`src/hdl/pirf_pkg.sv`:
```
// Package of constants and types for the peripheral interrupt flag block
// Functional notes
// - Flags set regardless of enables or global enable
// - Bits 7, 5, 4 read zero, ignore writes
// - Bit 6 set on conversion complete
// - Bit 3 set on serial transmit or receive
// - Capture mode: bit 2 set on capture
// - Compare mode sets bit 2; pulse-width mode unused
// - Bit 1 set on timer two period match
// - Bit 0 set on timer one overflow
package pirf_pkg;

    // Bus geometry
    localparam int ADDR_W = 8;
    localparam int DATA_W = 32;
    localparam int REG_W = 8;

    // Register byte offsets
    localparam logic [ADDR_W-1:0] OFF_FLAGS = 8'h0c;
    localparam logic [ADDR_W-1:0] OFF_STATUS = 8'h10;
    localparam logic [ADDR_W-1:0] OFF_MASK = 8'h14;
    localparam logic [ADDR_W-1:0] OFF_CTRL = 8'h18;

    // Flag bit positions, shared by flags, status and mask
    localparam int BIT_CONV = 6;
    localparam int BIT_SERIAL = 3;
    localparam int BIT_CC = 2;
    localparam int BIT_T2 = 1;
    localparam int BIT_T1 = 0;

    // Implemented bits and reset values
    localparam logic [REG_W-1:0] IMPL_MASK = 8'h4f;
    localparam logic [REG_W-1:0] FLAGS_RST = 8'h00;
    localparam logic [REG_W-1:0] STATUS_RST = 8'h00;
    localparam logic [REG_W-1:0] MASK_RST = 8'h00;

    // Control register: capture/compare unit mode field
    localparam int CTRL_MODE_LSB = 0;
    localparam int CTRL_MODE_W = 2;

    // Operating modes of the capture/compare unit
    typedef enum logic [1:0] {
        PIRF_CC_CAPTURE,
        PIRF_CC_COMPARE,
        PIRF_CC_PWM
    } pirf_cc_mode_t;

    // Mode after reset
    localparam pirf_cc_mode_t CTRL_MODE_RST = PIRF_CC_CAPTURE;

    // One APB request as latched in its setup cycle
    typedef struct packed {
        logic [ADDR_W-1:0] addr;
        logic write;
        logic [DATA_W-1:0] wdata;
    } pirf_apb_req_t;

    // One-cycle event pulses from the peripherals
    typedef struct packed {
        logic convDone;
        logic serialTxDone;
        logic serialRxDone;
        logic captureEvent;
        logic compareMatch;
        logic timer2Match;
        logic timer1Overflow;
    } pirf_events_t;

endpackage : pirf_pkg

```
`src/hdl/pirf_flag_block.sv`:
```
// Peripheral interrupt flag register with APB access and interrupt output
//
// The APB slave port was decided locally.
`timescale 1ns/100ps
module pirf_flag_block
#(
    parameter int ADDR_W = pirf_pkg::ADDR_W
)
(
    // Clock and reset
    input wire logic clock,
    input wire logic srst,
    // APB slave
    input wire logic [ADDR_W-1:0] paddr,
    input wire logic psel,
    input wire logic penable,
    input wire logic pwrite,
    input wire logic [pirf_pkg::DATA_W-1:0] pwdata,
    output logic [pirf_pkg::DATA_W-1:0] prdata,
    output logic pready,
    output logic pslverr,
    // Peripheral event pulses, same clock
    input wire pirf_pkg::pirf_events_t events,
    // To enable and vectoring logic
    output logic [pirf_pkg::REG_W-1:0] flags,
    output logic irq
);

    // Address width must match the package offsets
    if (ADDR_W != pirf_pkg::ADDR_W)
    begin : g_badAddr
        $error("pirf_flag_block: ADDR_W must equal the package width");
    end

    // Address decode shared by setup read and access hit
    function automatic logic [3:0] decode(input logic [ADDR_W-1:0] a);
        logic [3:0] hit;
        hit = 4'h0;
        if (a == pirf_pkg::OFF_FLAGS)
            hit = 4'h1;
        else if (a == pirf_pkg::OFF_STATUS)
            hit = 4'h2;
        else if (a == pirf_pkg::OFF_MASK)
            hit = 4'h4;
        else if (a == pirf_pkg::OFF_CTRL)
            hit = 4'h8;
        return hit;
    endfunction : decode

    // Bus front end signals
    logic setupCycle;
    pirf_pkg::pirf_apb_req_t reqNow;
    pirf_pkg::pirf_apb_req_t req;
    logic wrDone;
    logic rdDone;
    // Decoded selects in setup and access phases
    logic [3:0] hitNow;
    logic [3:0] hitAcc;
    logic addrHit;

    // Register values
    logic [pirf_pkg::REG_W-1:0] flagVal;
    logic [pirf_pkg::REG_W-1:0] statusVal;
    logic [pirf_pkg::REG_W-1:0] mask_reg;
    logic [pirf_pkg::REG_W-1:0] mask_next;
    pirf_pkg::pirf_cc_mode_t mode_reg;
    pirf_pkg::pirf_cc_mode_t mode_next;
    // Hardware set vector for this cycle
    logic [pirf_pkg::REG_W-1:0] setVec;
    // Read path
    logic [pirf_pkg::REG_W-1:0] readMux;
    logic [pirf_pkg::DATA_W-1:0] prdata_reg;
    // Status bits that the pending read returned
    logic [pirf_pkg::REG_W-1:0] statusSnap_reg;
    // Loads into the sticky vectors
    logic flagLoad;
    logic statusLoad;
    logic [pirf_pkg::REG_W-1:0] statusClr;
    logic [1:0] modeField;

    // APB phase logic and request latch
    pirf_apb_if u_apb
    (
        .clock(clock),
        .srst(srst),
        .paddr(paddr),
        .psel(psel),
        .penable(penable),
        .pwrite(pwrite),
        .pwdata(pwdata),
        .addrHit(addrHit),
        .pready(pready),
        .pslverr(pslverr),
        .setupCycle(setupCycle),
        .reqNow(reqNow),
        .req(req),
        .wrDone(wrDone),
        .rdDone(rdDone)
    );

    // Decode the live address for the read and the latched one for effects
    assign hitNow = decode(reqNow.addr);
    assign hitAcc = decode(req.addr);
    assign addrHit = |hitAcc;

    // Event to flag mapping; enables and the global enable are not consulted
    // because they live outside this block
    always_comb
    begin
        setVec = '0;
        setVec[pirf_pkg::BIT_CONV] = events.convDone;
        setVec[pirf_pkg::BIT_SERIAL] = events.serialTxDone | events.serialRxDone;
        // Bit 2 source follows the unit mode; pulse-width mode feeds nothing
        case (mode_reg)
            pirf_pkg::PIRF_CC_CAPTURE: setVec[pirf_pkg::BIT_CC] = events.captureEvent;
            pirf_pkg::PIRF_CC_COMPARE: setVec[pirf_pkg::BIT_CC] = events.compareMatch;
            default: setVec[pirf_pkg::BIT_CC] = 1'b0;
        endcase
        setVec[pirf_pkg::BIT_T2] = events.timer2Match;
        setVec[pirf_pkg::BIT_T1] = events.timer1Overflow;
    end

    // Flag register: software may write ones or zeros, events win
    assign flagLoad = wrDone & hitAcc[0];

    // Flags hold until written; hardware never clears them itself
    pirf_sticky
    #(
        .WIDTH(pirf_pkg::REG_W),
        .IMPL(pirf_pkg::IMPL_MASK),
        .RST(pirf_pkg::FLAGS_RST)
    )
    u_flags
    (
        .clock(clock),
        .srst(srst),
        .setVec(setVec),
        .loadEn(flagLoad),
        .loadVal(req.wdata[pirf_pkg::REG_W-1:0]),
        .value(flagVal)
    );

    // Interrupt status: read clears only the bits the read returned, so an
    // event landing between setup and access is kept for the next read
    assign statusLoad = rdDone & hitAcc[1];
    assign statusClr = statusVal & ~statusSnap_reg;

    pirf_sticky
    #(
        .WIDTH(pirf_pkg::REG_W),
        .IMPL(pirf_pkg::IMPL_MASK),
        .RST(pirf_pkg::STATUS_RST)
    )
    u_status
    (
        .clock(clock),
        .srst(srst),
        .setVec(setVec),
        .loadEn(statusLoad),
        .loadVal(statusClr),
        .value(statusVal)
    );

    // Mask and mode next values
    assign mask_next = (wrDone & hitAcc[2]) ? (req.wdata[pirf_pkg::REG_W-1:0] & pirf_pkg::IMPL_MASK) : mask_reg;
    assign modeField = req.wdata[pirf_pkg::CTRL_MODE_LSB +: pirf_pkg::CTRL_MODE_W];
    // Undefined mode code keeps the previous mode
    assign mode_next = (wrDone & hitAcc[3] & (modeField <= 2'h2)) ? pirf_pkg::pirf_cc_mode_t'(modeField) : mode_reg;

    // Mask and mode storage
    always_ff @(posedge clock)
    begin
        if (srst)
        begin
            mask_reg <= pirf_pkg::MASK_RST;
            mode_reg <= pirf_pkg::CTRL_MODE_RST;
        end
        else
        begin
            mask_reg <= mask_next;
            mode_reg <= mode_next;
        end
    end

    // Read selection; unimplemented bits are zero in every register
    assign readMux = hitNow[0] ? flagVal :
                     hitNow[1] ? statusVal :
                     hitNow[2] ? mask_reg :
                     hitNow[3] ? {6'h00, mode_reg} : 8'h00;

    // Read data is registered in the setup cycle and held through access
    always_ff @(posedge clock)
    begin
        if (srst)
        begin
            prdata_reg <= '0;
            statusSnap_reg <= '0;
        end
        else if (setupCycle)
        begin
            prdata_reg <= {24'h000000, readMux};
            statusSnap_reg <= (hitNow[1] & ~reqNow.write) ? statusVal : 8'h00;
        end
    end

    // Outputs
    assign prdata = prdata_reg;
    assign flags = flagVal;
    // Level interrupt while any unmasked status bit is set
    assign irq = |(statusVal & mask_reg);

    // Software write to the flag register in this cycle; the hold checks
    // below must exempt it, because a write of zero is a legal clear
    logic flagWr;
    assign flagWr = flagLoad;
endmodule : pirf_flag_block

```
`src/hdl/pirf_apb_if.sv`:
```
// APB slave front end: phase tracking, request latch and strobes
`timescale 1ns/100ps
module pirf_apb_if
(
    // Clock and reset
    input wire logic clock,
    input wire logic srst,
    // APB slave side
    input wire logic [pirf_pkg::ADDR_W-1:0] paddr,
    input wire logic psel,
    input wire logic penable,
    input wire logic pwrite,
    input wire logic [pirf_pkg::DATA_W-1:0] pwdata,
    input wire logic addrHit,
    output logic pready,
    output logic pslverr,
    // Towards the register file
    output logic setupCycle,
    output pirf_pkg::pirf_apb_req_t reqNow,
    output pirf_pkg::pirf_apb_req_t req,
    output logic wrDone,
    output logic rdDone
);

    // Request latched in setup so the access phase sees stable fields
    pirf_pkg::pirf_apb_req_t req_reg;
    // Access phase currently open
    logic access;

    assign setupCycle = psel & ~penable;
    assign access = psel & penable;
    assign reqNow = '{addr: paddr, write: pwrite, wdata: pwdata};

    // Zero-wait slave: read data was prepared during setup
    assign pready = access;
    // Unmapped offsets answer with an error and no effect
    assign pslverr = access & ~addrHit;
    assign wrDone = access & pwrite & addrHit;
    assign rdDone = access & ~pwrite & addrHit;
    assign req = req_reg;

    // Capture the request at the setup edge
    always_ff @(posedge clock)
    begin
        if (srst)
            req_reg <= '0;
        else if (setupCycle)
            req_reg <= reqNow;
    end

endmodule : pirf_apb_if

```
`src/hdl/pirf_sticky.sv`:
```
// Vector of sticky bits where a hardware set wins over a load
`timescale 1ns/100ps
module pirf_sticky
#(
    parameter int WIDTH = 8,
    parameter logic [WIDTH-1:0] IMPL = '1,
    parameter logic [WIDTH-1:0] RST = '0
)
(
    // Clock and reset
    input wire logic clock,
    input wire logic srst,
    // Update controls
    input wire logic [WIDTH-1:0] setVec,
    input wire logic loadEn,
    input wire logic [WIDTH-1:0] loadVal,
    // Stored value
    output logic [WIDTH-1:0] value
);

    logic [WIDTH-1:0] bits_reg;
    logic [WIDTH-1:0] bits_next;

    // Width must hold at least one bit
    if (WIDTH < 1)
    begin : g_badWidth
        $error("pirf_sticky: WIDTH must be at least 1");
    end

    // Set is ORed after the load so a same-cycle event is never lost;
    // unimplemented bits are forced low on every path
    assign bits_next = (setVec | (loadEn ? loadVal : bits_reg)) & IMPL;
    assign value = bits_reg;

    // Storage
    always_ff @(posedge clock)
    begin
        if (srst)
            bits_reg <= RST & IMPL;
        else
            bits_reg <= bits_next;
    end

endmodule : pirf_sticky

```
`config.mk`:
```
export PLATFORM = sky130hd
export DESIGN_NAME = pirf_flag_block
export DESIGN_NICKNAME = d
export VERILOG_FILES = /design/src/hdl/pirf_pkg.sv /design/src/hdl/pirf_flag_block.sv /design/src/hdl/pirf_apb_if.sv /design/src/hdl/pirf_sticky.sv
export SDC_FILE = /design/constraint.sdc
export NUM_CORES = 1
export LEC_CHECK = 0
export BUFFER_PORTS_ARGS = -buffer_cell sky130_fd_sc_hd__buf_2
export CAP_MARGIN = 0
export CORE_MARGIN = 10
export CORE_UTILIZATION = 36
export DETAILED_ROUTE_END_ITERATION = 16
export SYNTH_ARGS = -nofsm -noshare
export SYNTH_HDL_FRONTEND = slang
export SYNTH_SLANG_ARGS = --single-unit
```
`constraint.sdc`:
```
create_clock -name clock -period 4.5 [get_ports clock]
set_clock_uncertainty 0.15 [all_clocks]
set_input_delay 0 -clock clock [delete_from_list [all_inputs] [get_ports clock]]
set_output_delay 0 -clock clock [all_outputs]
set_load 0.02 [all_outputs]
```
==> results of run 1 <==
==> metrics by stage <==
stage / area, µm² / util
3_5_place_dp: 2100 / 0.385
4_1_cts: 2450 / 0.451
6_report: 2450 / 0.451
3_3_place_gp: 2100 / 0.385
2_1_floorplan: 2110 / -
5_1_grt: 2450 / 0.451
==> layout by cell type, fill, tap and decap left out <==
cell type and count:
or4b_1 1, inv_1 4, a22oi_1 6, nor2b_1 4
or2_1 1, or4_1 1, dlygate4sd3_1 20, nor4_2 2
nand4b_1 1, a21oi_1 26, o21ai_1 2, a22o_1 9
nand3b_1 4, nor3b_1 1, nand2b_1 5, a21bo_1 1
or4b_4 1, xnor2_1 1, buf_2 37, nand4bb_1 1
mux2i_1 11, conb_1 30, nand3_1 1, mux2_1 2
nor3_1 2, or3_1 1, a32o_1 2, clkbuf_8 5
bufinv_16 3, or4_4 3, nand2_1 31, buf_4 1
a222oi_1 1, dfxtp_1 40, a311oi_1 4, nor2_1 15
==> Yosys cell counts, types with 4 or more instances <==
master,n
dfxtp_1,40
nand2_1,31
buf_4,30
a21oi_1,26
nor2_1,15
mux2i_1,11
a22o_1,9
a22oi_1,6
clkbuf_1,5
nand2b_1,5
a311oi_1,4
inv_1,4
nand3b_1,4
nor2b_1,4
==> report_power, final <==
part           switching (W)  internal (W)
logic              0.0000660     0.0000407
clock network       0.000133      0.000277
registers          0.0000127      0.000366
total               0.000212      0.000684
==> layout make-up <==
type	instances	share of cell area
Clock buffer	5	0.0280
Clock inverter	3	0.0367
Inverter	4	0.00612
Multi-Input combinational cell	170	0.406
Sequential cell	40	0.326
Tap cell	72	0.0367
Timing Repair Buffer	58	0.160
==> path summary, 6_finish.rpt <==
kind,from,endpoint,slack [ns],cells after the start
worst max register to register,u_apb.req[33],u_status.value[2],2.51,4
worst max-delay path,u_apb.req[33],u_status.value[2],2.51,4
worst min-delay path,events[3],u_flags.value[2],0.04,4
worst min register to register,statusSnap_reg[0],u_status.value[0],0.31,1
==> worst min-delay path: stages <==
cell     delay, ns
buf_2         0.09
mux2i_1       0.12
or2_1         0.16
a21oi_1       0.07
==> layer usage <==
layer	GRT usage	share of wire	wire length [µm]
met4	0.0449	0.015	74
met5	0	0	0
met2	0.187	0.46	2290
met3	0.0365	0.063	317
met1	0.137	0.46	2330
==> kinds of logic after synthesis <==
group	after synthesis	share of synthesized area
buf+inv	45	0.155
mux	13	0.0664
simple gates	75	0.202
compound gates	51	0.170
xor+xnor	1	0.00438
other cells	1	0.00188
flops	40	0.401
==> what timing repair did <==
item / 4_1_cts / 5_1_grt
resized for setup: 0 / 0
hold endpoints to repair: 32 / 0
hold buffers: 20 / 0
==> flow_summary.ini, run 1 <==
[outcome]
status = completed

[floorplan]
design.die.area_mm2 = 0.00893
initial_core_util = 0.367
coreArea_mm2 = 0.00544
io_pins = 95
num_rows = 27
die_height_um = 94.5
die_w_um = 94.5

[clocking]
clk_path_buf_depth = 2
cts-buffers-inserted = 5
cts_setup_buffers = 0
clock_latency_ns = 0.30
cts.sinks = 40
cts_max_level = 2
clkTransAtPathRegs_ns = 0.08
cts-root-buf = clkbuf_8
cts_tree = done

[critical_path]
startpoint_type = flop
cp_cell_sequence = or4b_4 > nor3_1 > a21bo_1 > a21oi_1
path_max_fanout = 5
cp.required_ns = 4.50
end_kind = flop
slowest_delay_ns = 0.56
path_delay_family = simple AND/OR/NAND/NOR gates
crit_type = flop to flop
critical-path-slowest-cell = or4b_4
crit_arrival_ns = 1.99
path_buf_inv = 0

[sta]
hold_violations = 0
maxSlewHeadroom = 0.465
holdWs_ns = 0.0372
drv_slew = 0
finalWorstSetupSlack_ns = 2.51
tns_ns = 0
worstMarginPinSlew_ns = 0.803
setup_viol = 0
fin_crit_ns = 1.99
grt_setup_unrepaired = false
fmax_ghz = 0.503
post-route-period-util = 0.442

[logic_synthesis]
yosysTopAreaCellShare = 0.401
synth_edf_count = 0
ys_seq_area_frac = 0.401
synth_warnings = 0
ys_ff_latch = 40
synth_cells = 226
synth-main-ff-cell = dfxtp_1
post-synth-top-area-cell = dfxtp_1
syn_area_mm2 = 0.00200
async_flop_share = 0
syn_avg_cell_area_um2 = 8.84
ys_types = 37
synth_area_leaders = dfxtp_1, buf_4, a21oi_1, nand2_1, mux2i_1

[detailed_routing]
via_per_inst = 4.71
wl_mm = 5.01
drtPass1Iterations = 4
route.vias.total = 1657
drc = 0
wl_per_cell_um = 14.2
dr.first_iter.drc_count = 83
ant_nets = 0

[global_route]
grt_max_degree = 40
grt-ovfl-total = 0
grt_pass1_vias = 1674
antenna_found_initial = 0
gr-usage-all-layers = 0.114
grt_pass1_wl_mm = 8.11

[final_layout]
drive_gt1_frac = 0.186
multi_input_area_um2 = 997
largest_reg_flops = 13
fillers = 544
seq_area_um2 = 801
diodes = 0
fin_nets = 331
fin_cells = 352
syn_to_final_growth_pct = 22.9

[pwr]
ir_drop_uv = 153
p_per_area_mw_per_mm2 = 365
finalPower_w = 0.000896
power.leakage_nw = 1.08

[place]
dpl.cell_count = 324
routabilityCongestion = 0.789
port_buffers = 37
hpwlAfterDp_mm = 3.70
dp_slack_ns = 2.52

[hold_path]
hold_path_class = input pin to flop

[job]
drv_cap = 0
Note: power is estimated with default switching activity, not from simulation.
==> run 2: changes to the inputs <==
ABC_AREA = 1   (was unset)
PLACE_DENSITY = 0.66   (was unset)
clock period = 1.78 ns   (was 4.5 ns; I/O delays follow)
==> run 2 against run 1 <==
Compared with the run above: largest power group is now registers; register-to-register slack got worse by 2.3 ns; via count rose by 20%; sequential share of layout area fell by 1.0 points; synthesized cell count rose by 35%; critical path depth rose by 1; critical path type is now flop to primary output; highest routed layer unchanged; clock power rose by 51%; utilization barely moved; setup slack got worse by 2.4 ns; largest cell class unchanged; flip-flop and latch count did not move; cell count rose by 23%; power rose by 110%.
==> flow_summary.ini, run 2 <==
[floorplan]
num_rows = 27
io_pins = 95
die_height_um = 96.5
initial_core_util = 0.376
design.die.area_mm2 = 0.00931
die_w_um = 96.5
coreArea_mm2 = 0.00561

[sta]
setup_viol = 0
tns_ns = 0
drv_slew = 0
fin_crit_ns = 1.66
finalWorstSetupSlack_ns = 0.122
worstMarginPinSlew_ns = 0.665
fmax_ghz = 0.603
hold_violations = 0
post-route-period-util = 0.932
grt_setup_unrepaired = false
maxSlewHeadroom = 0.556

[detailed_routing]
drc = 0
route.vias.total = 1987
drtPass1Iterations = 4
ant_nets = 0
wl_mm = 5.46
wl_per_cell_um = 12.6
dr.first_iter.drc_count = 100
via_per_inst = 4.58

[hold_path]
hold_path_class = input pin to flop

[global_route]
gr-usage-all-layers = 0.117
grt_pass1_wl_mm = 8.71
grt_max_degree = 26
grt_use_met3 = 0.0285
busiest_layer = met2
use_met1 = 0.136
grt_pass1_vias = 1897
grt_use_met2 = 0.197
antenna_found_initial = 0
grt-ovfl-total = 0

[final_layout]
layout_commonest_cell = nand2_1
fin_nets = 413
largest_reg_flops = 13
final_cell_mix = nand2_1, dfxtp_1, buf_2
stdcell_area_mm2 = 0.00253
diodes = 0
post-route-util = 0.452
syn_to_final_growth_pct = 20.2
drive_gt1_frac = 0.169

[critical_path]
cp.required_ns = 1.63
critical-path-slowest-cell = dfxtp_1
path_delay_family = simple AND/OR/NAND/NOR gates
slowest_delay_ns = 0.44
crit_arrival_ns = 1.51
end_kind = primary output
cp_cell_sequence = nor2_1 > nand2_1 > nor2_2 > nor4_1 > buf_2
crit_type = flop to primary output
startpoint_type = flop
path_buf_inv = 1
path_max_fanout = 6

[logic_synthesis]
synth_edf_count = 0
synth-main-ff-cell = dfxtp_1
synth-simple-area-share = 0.281
muxShareOfSynthArea = 0
synth_cells = 305
async_flop_share = 0
ys_types = 25
ys_seq_area_frac = 0.380
syn_area_mm2 = 0.00211
synthXorXnorAreaFrac = 0
ys_ff_latch = 40
synthTopCellsByCount = nand2_1, dfxtp_1, inv_1
synth_warnings = 0
syn_avg_cell_area_um2 = 6.91
yosysTopAreaCellShare = 0.380
synth_top_family_by_area = simple AND/OR/NAND/NOR gates
synth_area_leaders = dfxtp_1, nand2_1, buf_4, a21oi_1, inv_1
yosysMostFrequentCell = nand2_1
post-synth-top-area-cell = dfxtp_1
synth-compound-area-share = 0.141
synth_adder_area_share = 0

[clocking]
cts-buffers-inserted = 5
cts.sinks = 40
cts_max_level = 2
clkTransAtPathRegs_ns = 0.07
clock_latency_ns = 0.29
clk_path_buf_depth = 2
cts_setup_buffers = 0
cts-root-buf = clkbuf_8
cts_tree = done

[place]
port_buffers = 37
dp_slack_ns = 0.274
hpwlAfterDp_mm = 4.02
placed_cell_area_mm2 = 0.00223
routabilityCongestion = 0.832

[job]
drv_cap = 0

[pwr]
ir_drop_uv = 388
power.leakage_nw = 1.25
p_per_area_mw_per_mm2 = 743

[outcome]
status = completed
[run 2: cell count changes in the layout (fill, tap and decap cells not counted), sizes merged, moves of 6 or more]
cell,change
inv,+33
nand2,+33
nand3,+19
o21ai,+18
nor2,+16
nand4,+12
mux2i,-11
a22o,-9
a21oi,+7
a22oi,-6
[run 2: per-stage QoR]
step           std cells  hold WS [ns]  power [W]
5_1_grt              434         0.102    0.00197
6_report             434        0.0351    0.00188
2_1_floorplan        334       -0.0306    0.00121
4_1_cts              434        0.0420    0.00189
3_5_place_dp         405        0.0787    0.00124
3_3_place_gp         405        0.0742    0.00124
[run 2: path summary, 6_finish.rpt]
path,endpoint,slack (ns),depth (start not counted),from
max,pslverr,0.12,5,u_apb.req[35]
min,u_status.value[2],0.04,5,events[3]
max reg2reg,mask_reg[1],0.24,7,u_apb.req[39]
min reg2reg,prdata[1],0.31,2,prdata[1]
[run 2: what timing repair did]
| action | CTS | global route |
|---|---|---|
| endpoints found under the hold margin | 32 | 0 |
| setup endpoints to repair | 0 | 1 |
| hold buffers | 21 | 0 |
| resized for setup | 0 | 1 |
[run 2: layout make-up]
cell class / instances / area [µm²]
tap: 72 / 90.1
fill: 596 / 3070
multi-input combinational: 217 / 1000
timing repair buffer: 59 / 403
inverter: 38 / 143
sequential: 40 / 801
clock inverter: 2 / 10.0
clock buffer: 6 / 82.6
[run 2: power by group]
| group | switching [W] | leakage, nW | total, W | internal [W] |
|---|---|---|---|---|
| combinational | 0.000199 | 0.869 | 0.000299 | 0.0000998 |
| sequential | 0.0000312 | 0.328 | 0.000962 | 0.000931 |
| clock | 0.000312 | 0.0510 | 0.000622 | 0.000309 |
[run 2: tightest hold or removal path, stage by stage]
cell,delay [ns]
buf_2,0.10
nor2_1,0.07
nor2_1,0.04
o21ai_0,0.13
a21oi_1,0.09
[run 2: logic make-up after synthesis]
| logic type | after synthesis |
|---|---|
| and+or+nand+nor | 130 |
| buffers and inverters | 77 |
| AOI/OAI and AO/OA | 57 |
| DFF | 40 |
| other | 1 |
[run 2: routing by layer]
metal	part of all wire	wire length, µm
met3	0.089	484
met1	0.43	2350
met5	0	0
met2	0.46	2500
met4	0.024	129
==> run 3: changes to the inputs <==
CORE_MARGIN = unset   (was 10)
CORE_UTILIZATION = 42   (was 36)
PLACE_DENSITY = 0.76   (was 0.66)
==> run 3 against run 2 <==
Compared with the run above: maximum frequency is 0.28% higher; critical path depth rose by 2; register-to-register slack lost 0.02 ns; utilization rose by 8.5 points; worst hold slack better by 0.037 ns; clock power increased by 30%; count of clock-buffer cells in the layout is 1 higher; critical path type unchanged; largest cell class unchanged.
==> flow_summary.ini, run 3 (synthesized netlist as in run 2, its figures left out) <==
[critical_path]
end_kind = primary output
r2r_start = u_apb.req[39]
path_max_fanout = 4
crit_arrival_ns = 1.50
r2r.worst_path.cells = 7
crit_start = u_apb.req[40]
timing.reg2reg.setup_slack_ns = 0.22
crit_type = flop to primary output
crit_path_end = pslverr
startpoint_type = flop
crit-reg2reg-capture = mask_reg[0]
cp.required_ns = 1.63

[place]
port_buffers = 37
dpl.cell_count = 400
routabilityCongestion = 0.876
hpwlAfterDp_mm = 3.33

[detailed_routing]
wl_per_cell_um = 11.4
ant_nets = 0
dr.first_iter.drc_count = 109
drtPass1Iterations = 5
drc = 0
via_per_inst = 4.76
wl_mm = 4.88
route.vias.total = 2041

[final_layout]
multi_input_area_mm2 = 0.00101
final_cell_mix = nand2_1, dfxtp_1, buf_2
fin_nets = 413
fin_cells = 429
diodes = 0
syn_to_final_growth_pct = 21.9
largest_reg_flops = 13
layout_commonest_cell = nand2_1
drive_gt1_frac = 0.171
seq_area_um2 = 801
post-route-util = 0.537
fillers = 493

[floorplan]
initial_core_util = 0.440
io_pins = 95
design.die.area_mm2 = 0.00530
die_height_um = 72.8
num_rows = 25
coreArea_mm2 = 0.00479
die_w_um = 72.8

[global_route]
antenna_found_initial = 0
grt_pass1_vias = 1713
grt-ovfl-total = 0
grt_max_degree = 26
gr-usage-all-layers = 0.190
grt_pass1_wl_mm = 7.76

[clocking]
cts_setup_buffers = 0
cts-buffers-inserted = 5
cts_max_level = 2
clkTransAtPathRegs_ns = 0.08
clock_latency_ns = 0.29
clk_path_buf_depth = 2
cts-root-buf = clkbuf_8
cts_tree = done
cts.sinks = 40

[sta]
worstMarginPinSlew_ns = 0.661
setup_viol = 0
tns_ns = 0
hold_violations = 0
post-route-period-util = 0.929
fmax_ghz = 0.605
grt_setup_unrepaired = false
fin_crit_ns = 1.65
maxSlewHeadroom = 0.559
drv_slew = 0

[pwr]
power_switching_w = 0.000543
p_seq_frac = 0.466
power.leakage_nw = 1.26
intPower_w = 0.00153
power_frac_clock = 0.390
p_comb_frac = 0.144
power_switching_share = 0.263
p_per_area_mw_per_mm2 = 805
ir_drop_uv = 539

[hold_path]
hold_path.startpoint = events[3]
hold_path_class = input pin to flop

[outcome]
status = completed

[job]
drv_cap = 0
-- run 3: cell types whose count changed in the layout (fill, tap and decap cells not counted), sizes merged --
cell	delta
bufinv	+1
clkbuf	+1
clkinv	-2
-- run 3: stage by stage --
stage          area, µm²  power (W)  worst slack, ns  hold slack [ns]
2_1_floorplan       2220    0.00121            0.332          -0.0306
3_5_place_dp        2220    0.00124            0.269           0.0796
4_1_cts             2560    0.00207            0.101           0.0502
6_report            2570    0.00207            0.126           0.0719
3_3_place_gp        2220    0.00123            0.306           0.0718
5_1_grt             2570    0.00215           0.0365           0.0825
-- run 3: worst min path at each step --
stage	depth (start not counted)	endpoint
6_report	5	u_status.value[2]
5_1_grt	5	u_status.value[2]
4_1_cts	5	u_status.value[2]
3_5_place_dp	3	u_apb.req[0]
3_3_place_gp	3	u_apb.req[1]
2_1_floorplan	2	pready
-- run 3: critical path: stages (launching register included) --
cell      delay (ns)
dfxtp_1         0.35
nor2_2          0.06
nand3b_1        0.15
inv_1           0.11
nand3_1         0.08
nand2_1         0.05
nor4_1          0.19
buf_2           0.22
-- run 3: final cells by class --
cell class	instances	area share
repair buffers	59	0.157
well taps	67	0.0326
flip-flops and latches	40	0.312
clock buffers	7	0.0375
inverters	38	0.0555
clock inverters	1	0.0117
multi-input cells	217	0.394
-- run 3: per-layer routing --
layer / wire [µm] / up-vias / GRT usage
li1: - / 1035 / -
met1: 2110 / 895 / 0.244
met2: 2280 / 101 / 0.308
met3: 383 / 10 / 0.0428
met4: 103 / 0 / 0.0784
met5: 0 / - / 0
-- run 3: timing repair --
action / in CTS / in global routing
setup endpoints to repair: 0 / 2
hold buffers: 21 / 0
resized for setup: 0 / 3
hold endpoints to repair: 32 / 0
-- run 3: power groups by stage --
stage               logic [W]  clock network (W)  registers, W
CTS                  0.000289           0.000820      0.000961
floorplan            0.000230                  0      0.000984
global route         0.000327           0.000856      0.000967
finish               0.000298           0.000808      0.000963
global placement     0.000251                  0      0.000981
detailed placement   0.000253                  0      0.000982
